===== config.mk =====
export PLATFORM = sky130hd
export DESIGN_NAME = dig_ctrl
export DESIGN_NICKNAME = d
export VERILOG_FILES = /design/src/core/dig_pin_mux.v /design/src/core/dig_ctrl.v
export VERILOG_INCLUDE_DIRS = /design/src /design/src/core
export SDC_FILE = /design/constraint.sdc
export NUM_CORES = 1
export LEC_CHECK = 0
export ABC_CLOCK_PERIOD_IN_PS = 2800
export BUFFER_PORTS_ARGS = -buffer_cell sky130_fd_sc_hd__buf_2
export CAP_MARGIN = 25
export CORE_UTILIZATION = 50
export CTS_BUF_LIST = sky130_fd_sc_hd__clkbuf_2 sky130_fd_sc_hd__clkbuf_4 sky130_fd_sc_hd__clkbuf_8
export CTS_CLUSTER_DIAMETER = 30
export DETAILED_ROUTE_END_ITERATION = 10
export PLACE_DENSITY = 0.8
export SETUP_SLACK_MARGIN = 0.3
export SLEW_MARGIN = 20
export SYNTH_ARGS = -nofsm -noshare
export SYNTH_HDL_FRONTEND = slang
export SYNTH_SLANG_ARGS = --single-unit

===== constraint.sdc =====
create_clock -name sys_clk -period 2.8 [get_ports sys_clk]
set_clock_uncertainty 0.05 [all_clocks]
set_input_delay 0.14 -clock sys_clk [delete_from_list [all_inputs] [get_ports sys_clk]]
set_output_delay 0.14 -clock sys_clk [all_outputs]
set_load 0.02 [all_outputs]

===== src/core/dig_ctrl_map.vh =====
// constants for the device init and global control block
`ifndef DIG_CTRL_MAP_VH
`define DIG_CTRL_MAP_VH
`define DIG_ST_IDLE    3'h0
`define DIG_ST_CONFIG  3'h1
`define DIG_ST_INIT    3'h2
`define DIG_ST_USER    3'h3
`define DIG_OPT_W      4
`define DIG_OPT_STCLK  0
`define DIG_OPT_DONE   1
`define DIG_OPT_OE     2
`define DIG_OPT_CLR    3
`define DIG_OPT_RESET  4'h0
`define DIG_INIT_CYC   16
`define DIG_STCLK_IDLE 3'h7
`endif


===== src/core/dig_pin_mux.v =====
// one optional control pin: dedicated function or user i/o
`timescale 1ns/1ps
module dig_pin_mux (
  input  wire sys_clk,
  input  wire reset,
  input  wire option_en,
  input  wire in_config,
  input  wire pin_in,
  input  wire user_out,
  input  wire user_oe,
  input  wire ded_out,
  input  wire ded_oe,
  output reg  pin_out_r,
  output reg  pin_oe_r,
  output reg  pin_pullup_r,
  output reg  user_in_r
);
  always @(posedge sys_clk or posedge reset) begin
    if (reset) begin
      pin_out_r    <= 1'b0;
      pin_oe_r     <= 1'b0;
      pin_pullup_r <= 1'b1;
      user_in_r    <= 1'b0;
    end else if (option_en) begin
      pin_out_r    <= ded_out;
      pin_oe_r     <= ded_oe;
      pin_pullup_r <= 1'b0;
      user_in_r    <= 1'b0;
    end else if (in_config) begin
      pin_out_r    <= 1'b0;
      pin_oe_r     <= 1'b0;
      pin_pullup_r <= 1'b1;
      user_in_r    <= 1'b0;
    end else begin
      pin_out_r    <= user_out;
      pin_oe_r     <= user_oe;
      pin_pullup_r <= 1'b0;
      user_in_r    <= pin_in;
    end
  end
endmodule


===== src/core/dig_ctrl.v =====
// device init sequencing and global override pins
//
// Overview of operation
// - disabled optional pin is user i/o, tri-stated with pull-up during configuration
// - start-up clock option makes initialization count on external clock edges
// - init-done pin undriven while config request low and at config start
// - init-done driven low once its option arrives in first frame
// - init-done released when initialization ends; user mode entered then
// - global output enable low tri-states user i/o only when enabled
// - global clear low clears the user-side input stage when enabled
`timescale 1ns/1ps
`include "dig_ctrl_map.vh"
module dig_ctrl #(
  parameter INIT_CYC = `DIG_INIT_CYC
) (
  input  wire                 sys_clk,
  input  wire                 reset,
  input  wire                 config_request_n,
  input  wire                 frame_valid,
  input  wire                 frame_first,
  input  wire [`DIG_OPT_W-1:0] frame_opts,
  input  wire                 config_end,
  input  wire [`DIG_OPT_W-1:0] pin_in,
  input  wire [`DIG_OPT_W-1:0] user_out,
  input  wire [`DIG_OPT_W-1:0] user_oe,
  output reg  [`DIG_OPT_W-1:0] pin_out_r,
  output reg  [`DIG_OPT_W-1:0] pin_oe_r,
  output reg  [`DIG_OPT_W-1:0] pin_pullup_r,
  output reg  [`DIG_OPT_W-1:0] user_in_r,
  output reg  [`DIG_OPT_W-1:0] opts_r,
  output reg                  in_config_r,
  output reg                  user_mode_r,
  output reg                  io_tristate_r,
  output reg                  reg_clear_r
);
  reg  [2:0]            state_r;
  reg  [2:0]            state_nxt;
  reg  [15:0]           init_cnt_r;
  reg  [15:0]           init_cnt_nxt;
  reg  [2:0]            stclk_sync_r;
  reg  [`DIG_OPT_W-1:0] opts_nxt;
  reg                   user_arm_r;

  wire                  stclk_rise;
  wire [`DIG_OPT_W-1:0] m_out;
  wire [`DIG_OPT_W-1:0] m_oe;
  wire [`DIG_OPT_W-1:0] m_pu;
  wire [`DIG_OPT_W-1:0] m_in;
  wire [`DIG_OPT_W-1:0] m_in_unused;
  wire [`DIG_OPT_W-1:0] ded_oe;
  wire                  done_drive;
  wire                  init_tick;
  wire                  init_last;
  wire                  cfg_phase;
  wire                  cfg_next;
  wire                  pins_held;
  wire                  first_frame;

  // configuration or initialization in progress
  function cfg_state;
    input [2:0] st;
    begin
      cfg_state = (st == `DIG_ST_CONFIG) || (st == `DIG_ST_INIT);
    end
  endfunction

  // state sits in user mode
  function user_state;
    input [2:0] st;
    begin
      user_state = st == `DIG_ST_USER;
    end
  endfunction

  // override option on and its pin pulled low
  function override_low;
    input en;
    input lvl;
    begin
      override_low = en && !lvl;
    end
  endfunction

  assign cfg_phase   = cfg_state(state_r);
  assign cfg_next    = cfg_state(state_nxt);
  // user pins float until user mode, and again on a new request
  assign pins_held   = !user_state(state_r) || !config_request_n;
  assign first_frame = (state_r == `DIG_ST_CONFIG) && frame_valid && frame_first;
  assign stclk_rise  = stclk_sync_r[1] & ~stclk_sync_r[2];
  assign init_tick   = opts_r[`DIG_OPT_STCLK] ? stclk_rise : 1'b1;
  assign init_last   = init_cnt_r == (INIT_CYC[15:0] - 16'h0001);
  // open drain: drive low only between option arrival and init end
  assign done_drive  = cfg_phase && opts_r[`DIG_OPT_DONE] && config_request_n;
  assign ded_oe      = {`DIG_OPT_W{1'b0}} | ({{(`DIG_OPT_W-1){1'b0}}, 1'b1} << `DIG_OPT_DONE);
  // dedicated inputs bypass the user-side mux input stage
  assign m_in        = (pin_in & opts_r) | (user_in_r & ~opts_r);

  // sequencer next state; a low request always restarts
  always @* begin
    state_nxt = state_r;
    case (state_r)
      `DIG_ST_IDLE:   if (config_request_n) state_nxt = `DIG_ST_CONFIG;
      `DIG_ST_CONFIG: if (config_end) state_nxt = `DIG_ST_INIT;
      `DIG_ST_INIT:   if (init_tick && init_last) state_nxt = `DIG_ST_USER;
      `DIG_ST_USER:   state_nxt = `DIG_ST_USER;
      default:        state_nxt = `DIG_ST_IDLE;
    endcase
    if (!config_request_n) state_nxt = `DIG_ST_IDLE;
  end

  // init counter advances only on ticks
  always @* begin
    init_cnt_nxt = init_cnt_r;
    if (state_r != `DIG_ST_INIT)
      init_cnt_nxt = 16'h0000;
    else if (init_tick)
      init_cnt_nxt = init_cnt_r + 16'h0001;
  end

  // options latched from first frame, kept until reconfiguration
  always @* begin
    opts_nxt = opts_r;
    if (state_nxt == `DIG_ST_IDLE)
      opts_nxt = `DIG_OPT_RESET;
    else if (first_frame)
      opts_nxt = frame_opts;
  end

  // sequencer state and initialization counter
  always @(posedge sys_clk or posedge reset) begin
    if (reset) begin
      state_r    <= `DIG_ST_IDLE;
      init_cnt_r <= 16'h0000;
    end else begin
      state_r    <= state_nxt;
      init_cnt_r <= init_cnt_nxt;
    end
  end

  // start-up clock edge finder; idles high like its pulled-up pin
  always @(posedge sys_clk or posedge reset) begin
    if (reset)
      stclk_sync_r <= `DIG_STCLK_IDLE;
    else
      stclk_sync_r <= {stclk_sync_r[1:0], pin_in[`DIG_OPT_STCLK]};
  end

  always @(posedge sys_clk or posedge reset) begin
    if (reset)
      opts_r <= `DIG_OPT_RESET;
    else
      opts_r <= opts_nxt;
  end

  // status levels; user mode waits for init-done release to reach the pin
  always @(posedge sys_clk or posedge reset) begin
    if (reset) begin
      in_config_r <= 1'b0;
      user_arm_r  <= 1'b0;
      user_mode_r <= 1'b0;
    end else begin
      in_config_r <= cfg_next;
      user_arm_r  <= user_state(state_r) && user_state(state_nxt);
      user_mode_r <= user_arm_r && user_state(state_nxt);
    end
  end

  // global override flags, one cycle after the pin level
  always @(posedge sys_clk or posedge reset) begin
    if (reset) begin
      io_tristate_r <= 1'b0;
      reg_clear_r   <= 1'b0;
    end else begin
      io_tristate_r <= override_low(opts_r[`DIG_OPT_OE], m_in[`DIG_OPT_OE]);
      reg_clear_r   <= override_low(opts_r[`DIG_OPT_CLR], m_in[`DIG_OPT_CLR]);
    end
  end

  genvar g;
  generate
    for (g = 0; g < `DIG_OPT_W; g = g + 1) begin : pin_g
      dig_pin_mux u_mux (
        .sys_clk      (sys_clk),
        .reset        (reset),
        .option_en    (opts_r[g]),
        .in_config    (pins_held),
        .pin_in       (pin_in[g]),
        .user_out     (user_out[g]),
        .user_oe      (user_oe[g]),
        .ded_out      (1'b0),
        .ded_oe       (ded_oe[g] & done_drive),
        .pin_out_r    (m_out[g]),
        .pin_oe_r     (m_oe[g]),
        .pin_pullup_r (m_pu[g]),
        .user_in_r    (m_in_unused[g])
      );
    end
  endgenerate

  // final pin stage; the enable override floats user i/o only
  always @(posedge sys_clk or posedge reset) begin
    if (reset) begin
      pin_out_r    <= {`DIG_OPT_W{1'b0}};
      pin_oe_r     <= {`DIG_OPT_W{1'b0}};
      pin_pullup_r <= {`DIG_OPT_W{1'b1}};
    end else begin
      pin_out_r    <= m_out;
      pin_oe_r     <= m_oe & ~({`DIG_OPT_W{io_tristate_r}} & ~opts_r);
      pin_pullup_r <= m_pu;
    end
  end

  // user-side input stage, wiped while global clear is held
  always @(posedge sys_clk or posedge reset) begin
    if (reset)
      user_in_r <= {`DIG_OPT_W{1'b0}};
    else
      user_in_r <= reg_clear_r ? {`DIG_OPT_W{1'b0}} : m_in_unused;
  end
endmodule


==> metrics.yaml, run 1 <==
outcome:
  status: "finished clean"
worst_hold_path:
  hold_class: "in -> reg"
detailed_routing:
  wl_per_cell_um: 14.2
  drtPass1Iterations: 5
  drt-total-wl_mm: 4.84
  drtIter0Drc: 112
  antenna_left: 0
  vias: 1761
  route.detailed.vias_per_inst: 5.16
  drc_errors: 0
cts:
  cts_tree: "yes"
  cts.clk_slew.worst_paths_ps: 70
  cts_made_buffers: 9
  cts_root_buf: "clkbuf_8"
  clk_path_buf_depth: 2
  post-cts-setup-buffers: 0
  h-tree-depth: 3
  clock_latency_ps: 330
  cts-resized-gates: 0
  cts_sinks: 63
  hold_buffers: 10
timing:
  finalHoldViolations: 0
  max_freq_ghz: 0.525
  period_needed_ps: 1910
  fin_tns_setup_ps: 0
  rsz0062_at_grt: "no"
  final-max-slew-violation-count: 0
  tightestPinTransition_ps: 742
  relSlewSlack_pct: 50.5
  fin_crit_sh_pct: 68.1
  setup_viol: 0
pwr:
  p_per_area_mw_per_mm2: 579
  max-vdd-ir-drop_mv: 0.302
  leakage_nw: 1.43
synth:
  ys_seq_area_share_pct: 64.6
  synth_edf_count: 0
  ys_async_sr_fraction_pct: 100
  synth_top_area_share_pct: 52.8
  synth_flop_cell: "dfrtp_1"
  post_synth_num_cell_types: 34
  syn_inst: 213
  synth.avg_cell_area_um2: 11.6
  synth-seq-cells: 63
  yosysTopAreaCell: "dfrtp_1"
  yosys_warnings: 0
  netlist_area_mm2: 0.00246
  synth.area.top_cells: "dfrtp_1, dfstp_2, nor2_1"
  syn_nets: 236
flow_run:
  drv_cap: 0
die:
  die_y_um: 72.2
  core_area_mm2: 0.00472
  die_area_mm2: 0.00521
  die_x_um: 72.2
  initial_core_util_pct: 52.1
  pin_count: 46
  core.rowCount: 25
place:
  portBuffers: 45
  post-dp-hpwl_mm: 3.20
  globalplace.congestion: 0.853
worst_setup_path:
  critPathArrivalTime_ps: 2100
  worst-path-max-fanout: 12
  critPathKind: "reg -> reg"
  worstPathRequired_ps: 2990
  crit_path_start_kind: "register"
  ff2ff_setup_slack_ps: 890
  end_kind: "register"
global_route:
  grt_first_pass_wirelength_mm: 8.14
  grt-ovfl-total: 0
  grt_pass1_vias: 1815
  grt_max_degree: 37
  grt_use_total_pct: 21.0
  antenna_found_initial: 0
finish:
  area_growth_pct: 23.2
  layout.nets: 292
  n_antenna_cell: 0
  largest_reg_flops: 16
  final_util_pct: 64.2
  drive_gt1_share_pct: 28.8
  top_register: "init_cnt_r"
[critical path, stage by stage, from the launching register on]
cell,delay [ps]
dfstp_2,530
nand2b_1,250
a21o_1,330
or4_1,480
a21oi_1,170
[cell type report]
type,instances,area [um2]
Tap cell,67,83.8
Timing Repair Buffer,56,345
Sequential cell,63,1590
Multi-Input combinational cell,130,782
Clock inverter,7,73.8
Clock buffer,9,124
Fill cell,364,1690
Inverter,9,33.8
[report_power, final]
group | switching, W | internal (W) | total, W
Combinational | 0.0000358 | 0.0000281 | 0.0000639
Clock | 0.000355 | 0.000412 | 0.000766
Sequential | 0.00000620 | 0.000919 | 0.000925
Total | 0.000397 | 0.00136 | 0.00176
[cell families (layout without fill, tap and decap cells)]
family | count (synthesis) | after routing | synth area share (%)
other | 1 | 1 | 0.152
muxes | 4 | 4 | 1.63
DFF | 63 | 63 | 64.6
and+or+nand+nor | 82 | 82 | 17.6
adders and majority gates | 1 | 1 | 0.508
buffers and inverters | 20 | 81 | 3.66
AOI/OAI and AO/OA | 33 | 33 | 8.69
xor gates and xnor gates | 9 | 9 | 3.20
[final timing paths]
check,from,endpoint,cells after the start
hold / removal,frame_opts[0],opts_r[0],3
max in group asynchronous,reset,pin_pullup_r[0],4
setup / recovery,stclk_sync_r[1],init_cnt_r[15],4
min in group asynchronous,reset,init_cnt_r[6],3
hold reg to reg,pin_g[0].u_mux.pin_out_r,pin_out_r[0],0
setup reg to reg,stclk_sync_r[1],init_cnt_r[15],4
[cells in the final DEF, fill, tap and decap left out, types with 8 or more instances in the layout]
| cell | count |
|---|---|
| dfrtp_1 | 52 |
| a21oi_1 | 13 |
| nand2_1 | 14 |
| and3_1 | 14 |
| inv_1 | 8 |
| dfstp_2 | 11 |
| buf_2 | 45 |
| xnor2_1 | 9 |
| dlygate4sd3_1 | 10 |
| clkbuf_8 | 9 |
| nor2_1 | 25 |
[cell usage after synthesis (2+ instances only)]
master / count
a2111oi_0: 2
a211oi_1: 3
a21boi_0: 5
a21oi_1: 13
a31o_2: 2
and3_1: 14
buf_4: 4
clkbuf_1: 7
dfrtp_1: 52
dfstp_2: 11
inv_1: 9
mux2i_1: 4
nand2_1: 14
nand2b_1: 3
nand3_1: 5
nand3b_1: 2
nand4_1: 3
nor2_1: 25
nor2b_1: 5
nor4_1: 3
o21ai_0: 3
o31ai_1: 3
or4_1: 2
xnor2_1: 9
[metal layers]
layer / global-route usage (%) / part of all wire, % / up-vias
li1: - / - / 838
met1: 26.7 / 43 / 875
met2: 32.6 / 52 / 42
met3: 6.81 / 4.0 / 6
met4: 10.2 / 1.2 / 0
met5: 0 / 0 / -
[through the flow]
stage	area, um2	worst slack, ps	hold slack, ps	power, W	std cells
CTS	3030	902	0.980	0.00177	341
global placement	2740	1030	217	0.000994	315
floorplan	2460	1060	94.5	0.000968	213
finish	3030	894	8.00	0.00176	341
detailed placement	2740	915	208	0.000995	315
global route	3030	832	15.2	0.00182	341
Note: power is estimated with default switching activity, not from simulation.
==> run 2, diff against run 1 <==
--- a/config.mk
+++ b/config.mk
@@ -6,7 +6,7 @@
 export SDC_FILE = /design/constraint.sdc
 export NUM_CORES = 1
 export LEC_CHECK = 0
-export ABC_CLOCK_PERIOD_IN_PS = 2800
+export ABC_CLOCK_PERIOD_IN_PS = 2000
 export BUFFER_PORTS_ARGS = -buffer_cell sky130_fd_sc_hd__buf_2
 export CAP_MARGIN = 25
 export CORE_UTILIZATION = 50
==> constraint.sdc (replaced) <==
create_clock -name sys_clk -period 2 [get_ports sys_clk]
set_clock_uncertainty 0.05 [all_clocks]
set_input_delay 0.1 -clock sys_clk [delete_from_list [all_inputs] [get_ports sys_clk]]
set_output_delay 0.1 -clock sys_clk [all_outputs]
set_load 0.02 [all_outputs]
==> run 2 against run 1 <==
  * Combinational power is 71% higher
  * Final cell count is 6.5% higher
  * Final area is 5.9% higher
  * Sequential cell count stayed put
  * Die area stayed put
  * Via count is 6.4% higher
==> metrics.yaml, run 2 (synthesis results as in run 1) <==
global_route:
  grt_max_degree: 27  # -27%
  grt-ovfl-total: 0  # unchanged
  grt_first_pass_wirelength_mm: 8.61  # +5.8%
  grt_pass1_vias: 1820  # +0.28%
  grt_use_total_pct: 22.9  # +1.9 points
  antenna_found_initial: 0  # unchanged
pwr:
  clock_power_share_pct: 40.7  # -3.0 points
  p_comb_share_pct: 4.6  # +1.0 points
  seqPwrFrac_pct: 54.7  # +2.0 points
  p_int_w: 0.00179  # +31%
  p_sw_w: 0.000585  # +47%
  p_per_area_mw_per_mm2: 738  # +28%
  max-vdd-ir-drop_mv: 0.481  # +59%
  power_w: 0.00237  # +35%
  p_sw_share_pct: 24.7  # +2.1 points
  leakage_nw: 1.52  # +6.1%
detailed_routing:
  drtIter0Drc: 142  # +27%
  route.detailed.vias_per_inst: 5.16  # about the same
  drc_errors: 0  # unchanged
  antenna_left: 0  # unchanged
  drtPass1Iterations: 4  # -1
  drt-total-wl_mm: 5.50  # +13%
  wl_per_cell_um: 15.1  # +6.6%
  vias: 1874  # +6.4%
worst_setup_path:
  path_cells: "nand2_1 -> or3_4 -> or4_1 -> a21oi_2"
  path_delay_family: "simple AND/OR/NAND/NOR gates"
  critPathArrivalTime_ps: 1870  # -230 ps
  end_kind: "register"
  cp_slowest_cell: "or4_1"
  max_stage_delay_ps: 430  # -100 ps
  ff2ff_setup_slack_ps: 340  # -560 ps
  worst-path-max-fanout: 6  # -6
  worstPathRequired_ps: 2210  # -780 ps
  crit_path_start_kind: "register"
  crit_buf_inv: 0  # unchanged
  worstReg2RegStart: "init_cnt_r[0]"
  rr_endpoint: "init_cnt_r[13]"
  ff2ff_path_depth: 4  # unchanged
  critPathKind: "reg -> reg"
finish:
  n_antenna_cell: 0  # unchanged
  area_growth_pct: 30.4
  layout_commonest_cell: "dfrtp_1"
  largest_reg_flops: 16  # unchanged
  layout.nets: 314  # +7.5%
  drive_gt1_share_pct: 33.8  # +5.0 points
  final_cell_mix: "dfrtp_1, buf_2, nor2_1"
  top_register: "init_cnt_r"
timing:
  tightestPinTransition_ps: 569  # -172 ps
  period_needed_ps: 1660  # -242 ps
  max_freq_ghz: 0.601  # +15%
  relSlewSlack_pct: 61.9  # +11 points
  setup_viol: 0  # unchanged
  finalHoldViolations: 0  # unchanged
  worst_slack_ps: 336  # -558 ps
  timing.hold.ws_ps: 37.4  # +29.4 ps
  fin_crit_sh_pct: 83.2  # +15 points
  fin_tns_setup_ps: 0  # unchanged
  rsz0062_at_grt: "yes"
  final-max-slew-violation-count: 0  # unchanged
die:
  initial_core_util_pct: 52.1  # unchanged
  die_y_um: 72.2  # unchanged
  core_area_mm2: 0.00472  # unchanged
  die_x_um: 72.2  # unchanged
  die_area_mm2: 0.00521  # unchanged
  core.rowCount: 25  # unchanged
  pin_count: 46  # unchanged
place:
  portBuffers: 45  # unchanged
  post-dp-hpwl_mm: 3.28  # +2.6%
  globalplace.congestion: 0.891  # +4.4%
  dp_slack_ps: 173  # -742 ps
cts:
  cts_root_buf: "clkbuf_8"
  cts_tree: "yes"
  cts_sinks: 63  # unchanged
  cts.clk_slew.worst_paths_ps: 70  # about the same
  cts_made_buffers: 9  # unchanged
  clk_path_buf_depth: 2  # unchanged
  clock_latency_ps: 340  # about the same
  h-tree-depth: 3  # unchanged
flow_run:
  drv_cap: 0  # unchanged
worst_hold_path:
  hold-path-cell-count: 3  # unchanged
  hold_class: "in -> reg"
  hold_end: "state_r[1]"
  hold_path.startpoint: "config_end"
outcome:
  status: "finished clean"
==> run 2: cell count changes in the layout (fill, tap and decap cells not counted), sizes merged <==
cell,before,now
clkinvlp,1,4
buf,46,62
clkinv,5,4
bufinv,1,0
inv,9,8
dlygate4sd3,10,16
==> run 2: power groups by stage <==
stage / logic, W / clock network, W / registers, W
final: 0.000109 / 0.000966 / 0.00130
after global routing: 0.000121 / 0.00103 / 0.00130
after CTS: 0.000102 / 0.000979 / 0.00130
after detailed placement: 0.0000760 / 0 / 0.00132
after global placement: 0.0000732 / 0 / 0.00132
after floorplan: 0.0000380 / 0 / 0.00132
==> run 2: cell type report <==
cell class                      instances  area, um2
Sequential cell                        63       1590
Fill cell                             335       1510
Multi-Input combinational cell        130        810
Timing Repair Buffer                   78        513
Clock buffer                            9        124
Tap cell                               67       83.8
Clock inverter                          7       50.0
Inverter                                9       37.5
==> run 2: worst min-delay path: stages <==
cell and delay, ps:
buf_2 100, a21oi_1 60, nor2_1 120
==> run 2: repair_timing <==
item                                   4_1_cts  5_1_grt
hold buffers                                16        0
setup endpoints to repair                    5        5
buffers inserted                             5       10
gates resized for setup                      3        6
pin swaps                                    1        1
endpoints found under the hold margin       41        0
==> run 2: worst max path at each step <==
stage	from	to	depth (start not counted)
after global placement	stclk_sync_r[1]	init_cnt_r[15]	4
after floorplan	stclk_sync_r[1]	init_cnt_r[10]	5
after global routing	init_cnt_r[1]	init_cnt_r[12]	5
final	init_cnt_r[0]	init_cnt_r[13]	4
after CTS	init_cnt_r[5]	init_cnt_r[13]	4
after detailed placement	stclk_sync_r[1]	init_cnt_r[13]	4
==> run 2: layer usage <==
layer | part of all wire (%) | wire length, um | GRT usage [%]
met3 | 4.9 | 268 | 5.97
met4 | 2.4 | 131 | 11.3
met5 | 0 | 0 | 0
met2 | 50 | 2770 | 37.7
met1 | 42 | 2330 | 28.0
==> run 2: through the flow <==
stage                     cell area [um2]  utilization, %  std cells
after floorplan                      2470               -        213
after global placement               2730            57.9        316
after detailed placement             2730            57.9        316
after CTS                            3110            65.9        353
after global routing                 3210            68.0        363
final                                3210            68.0        363
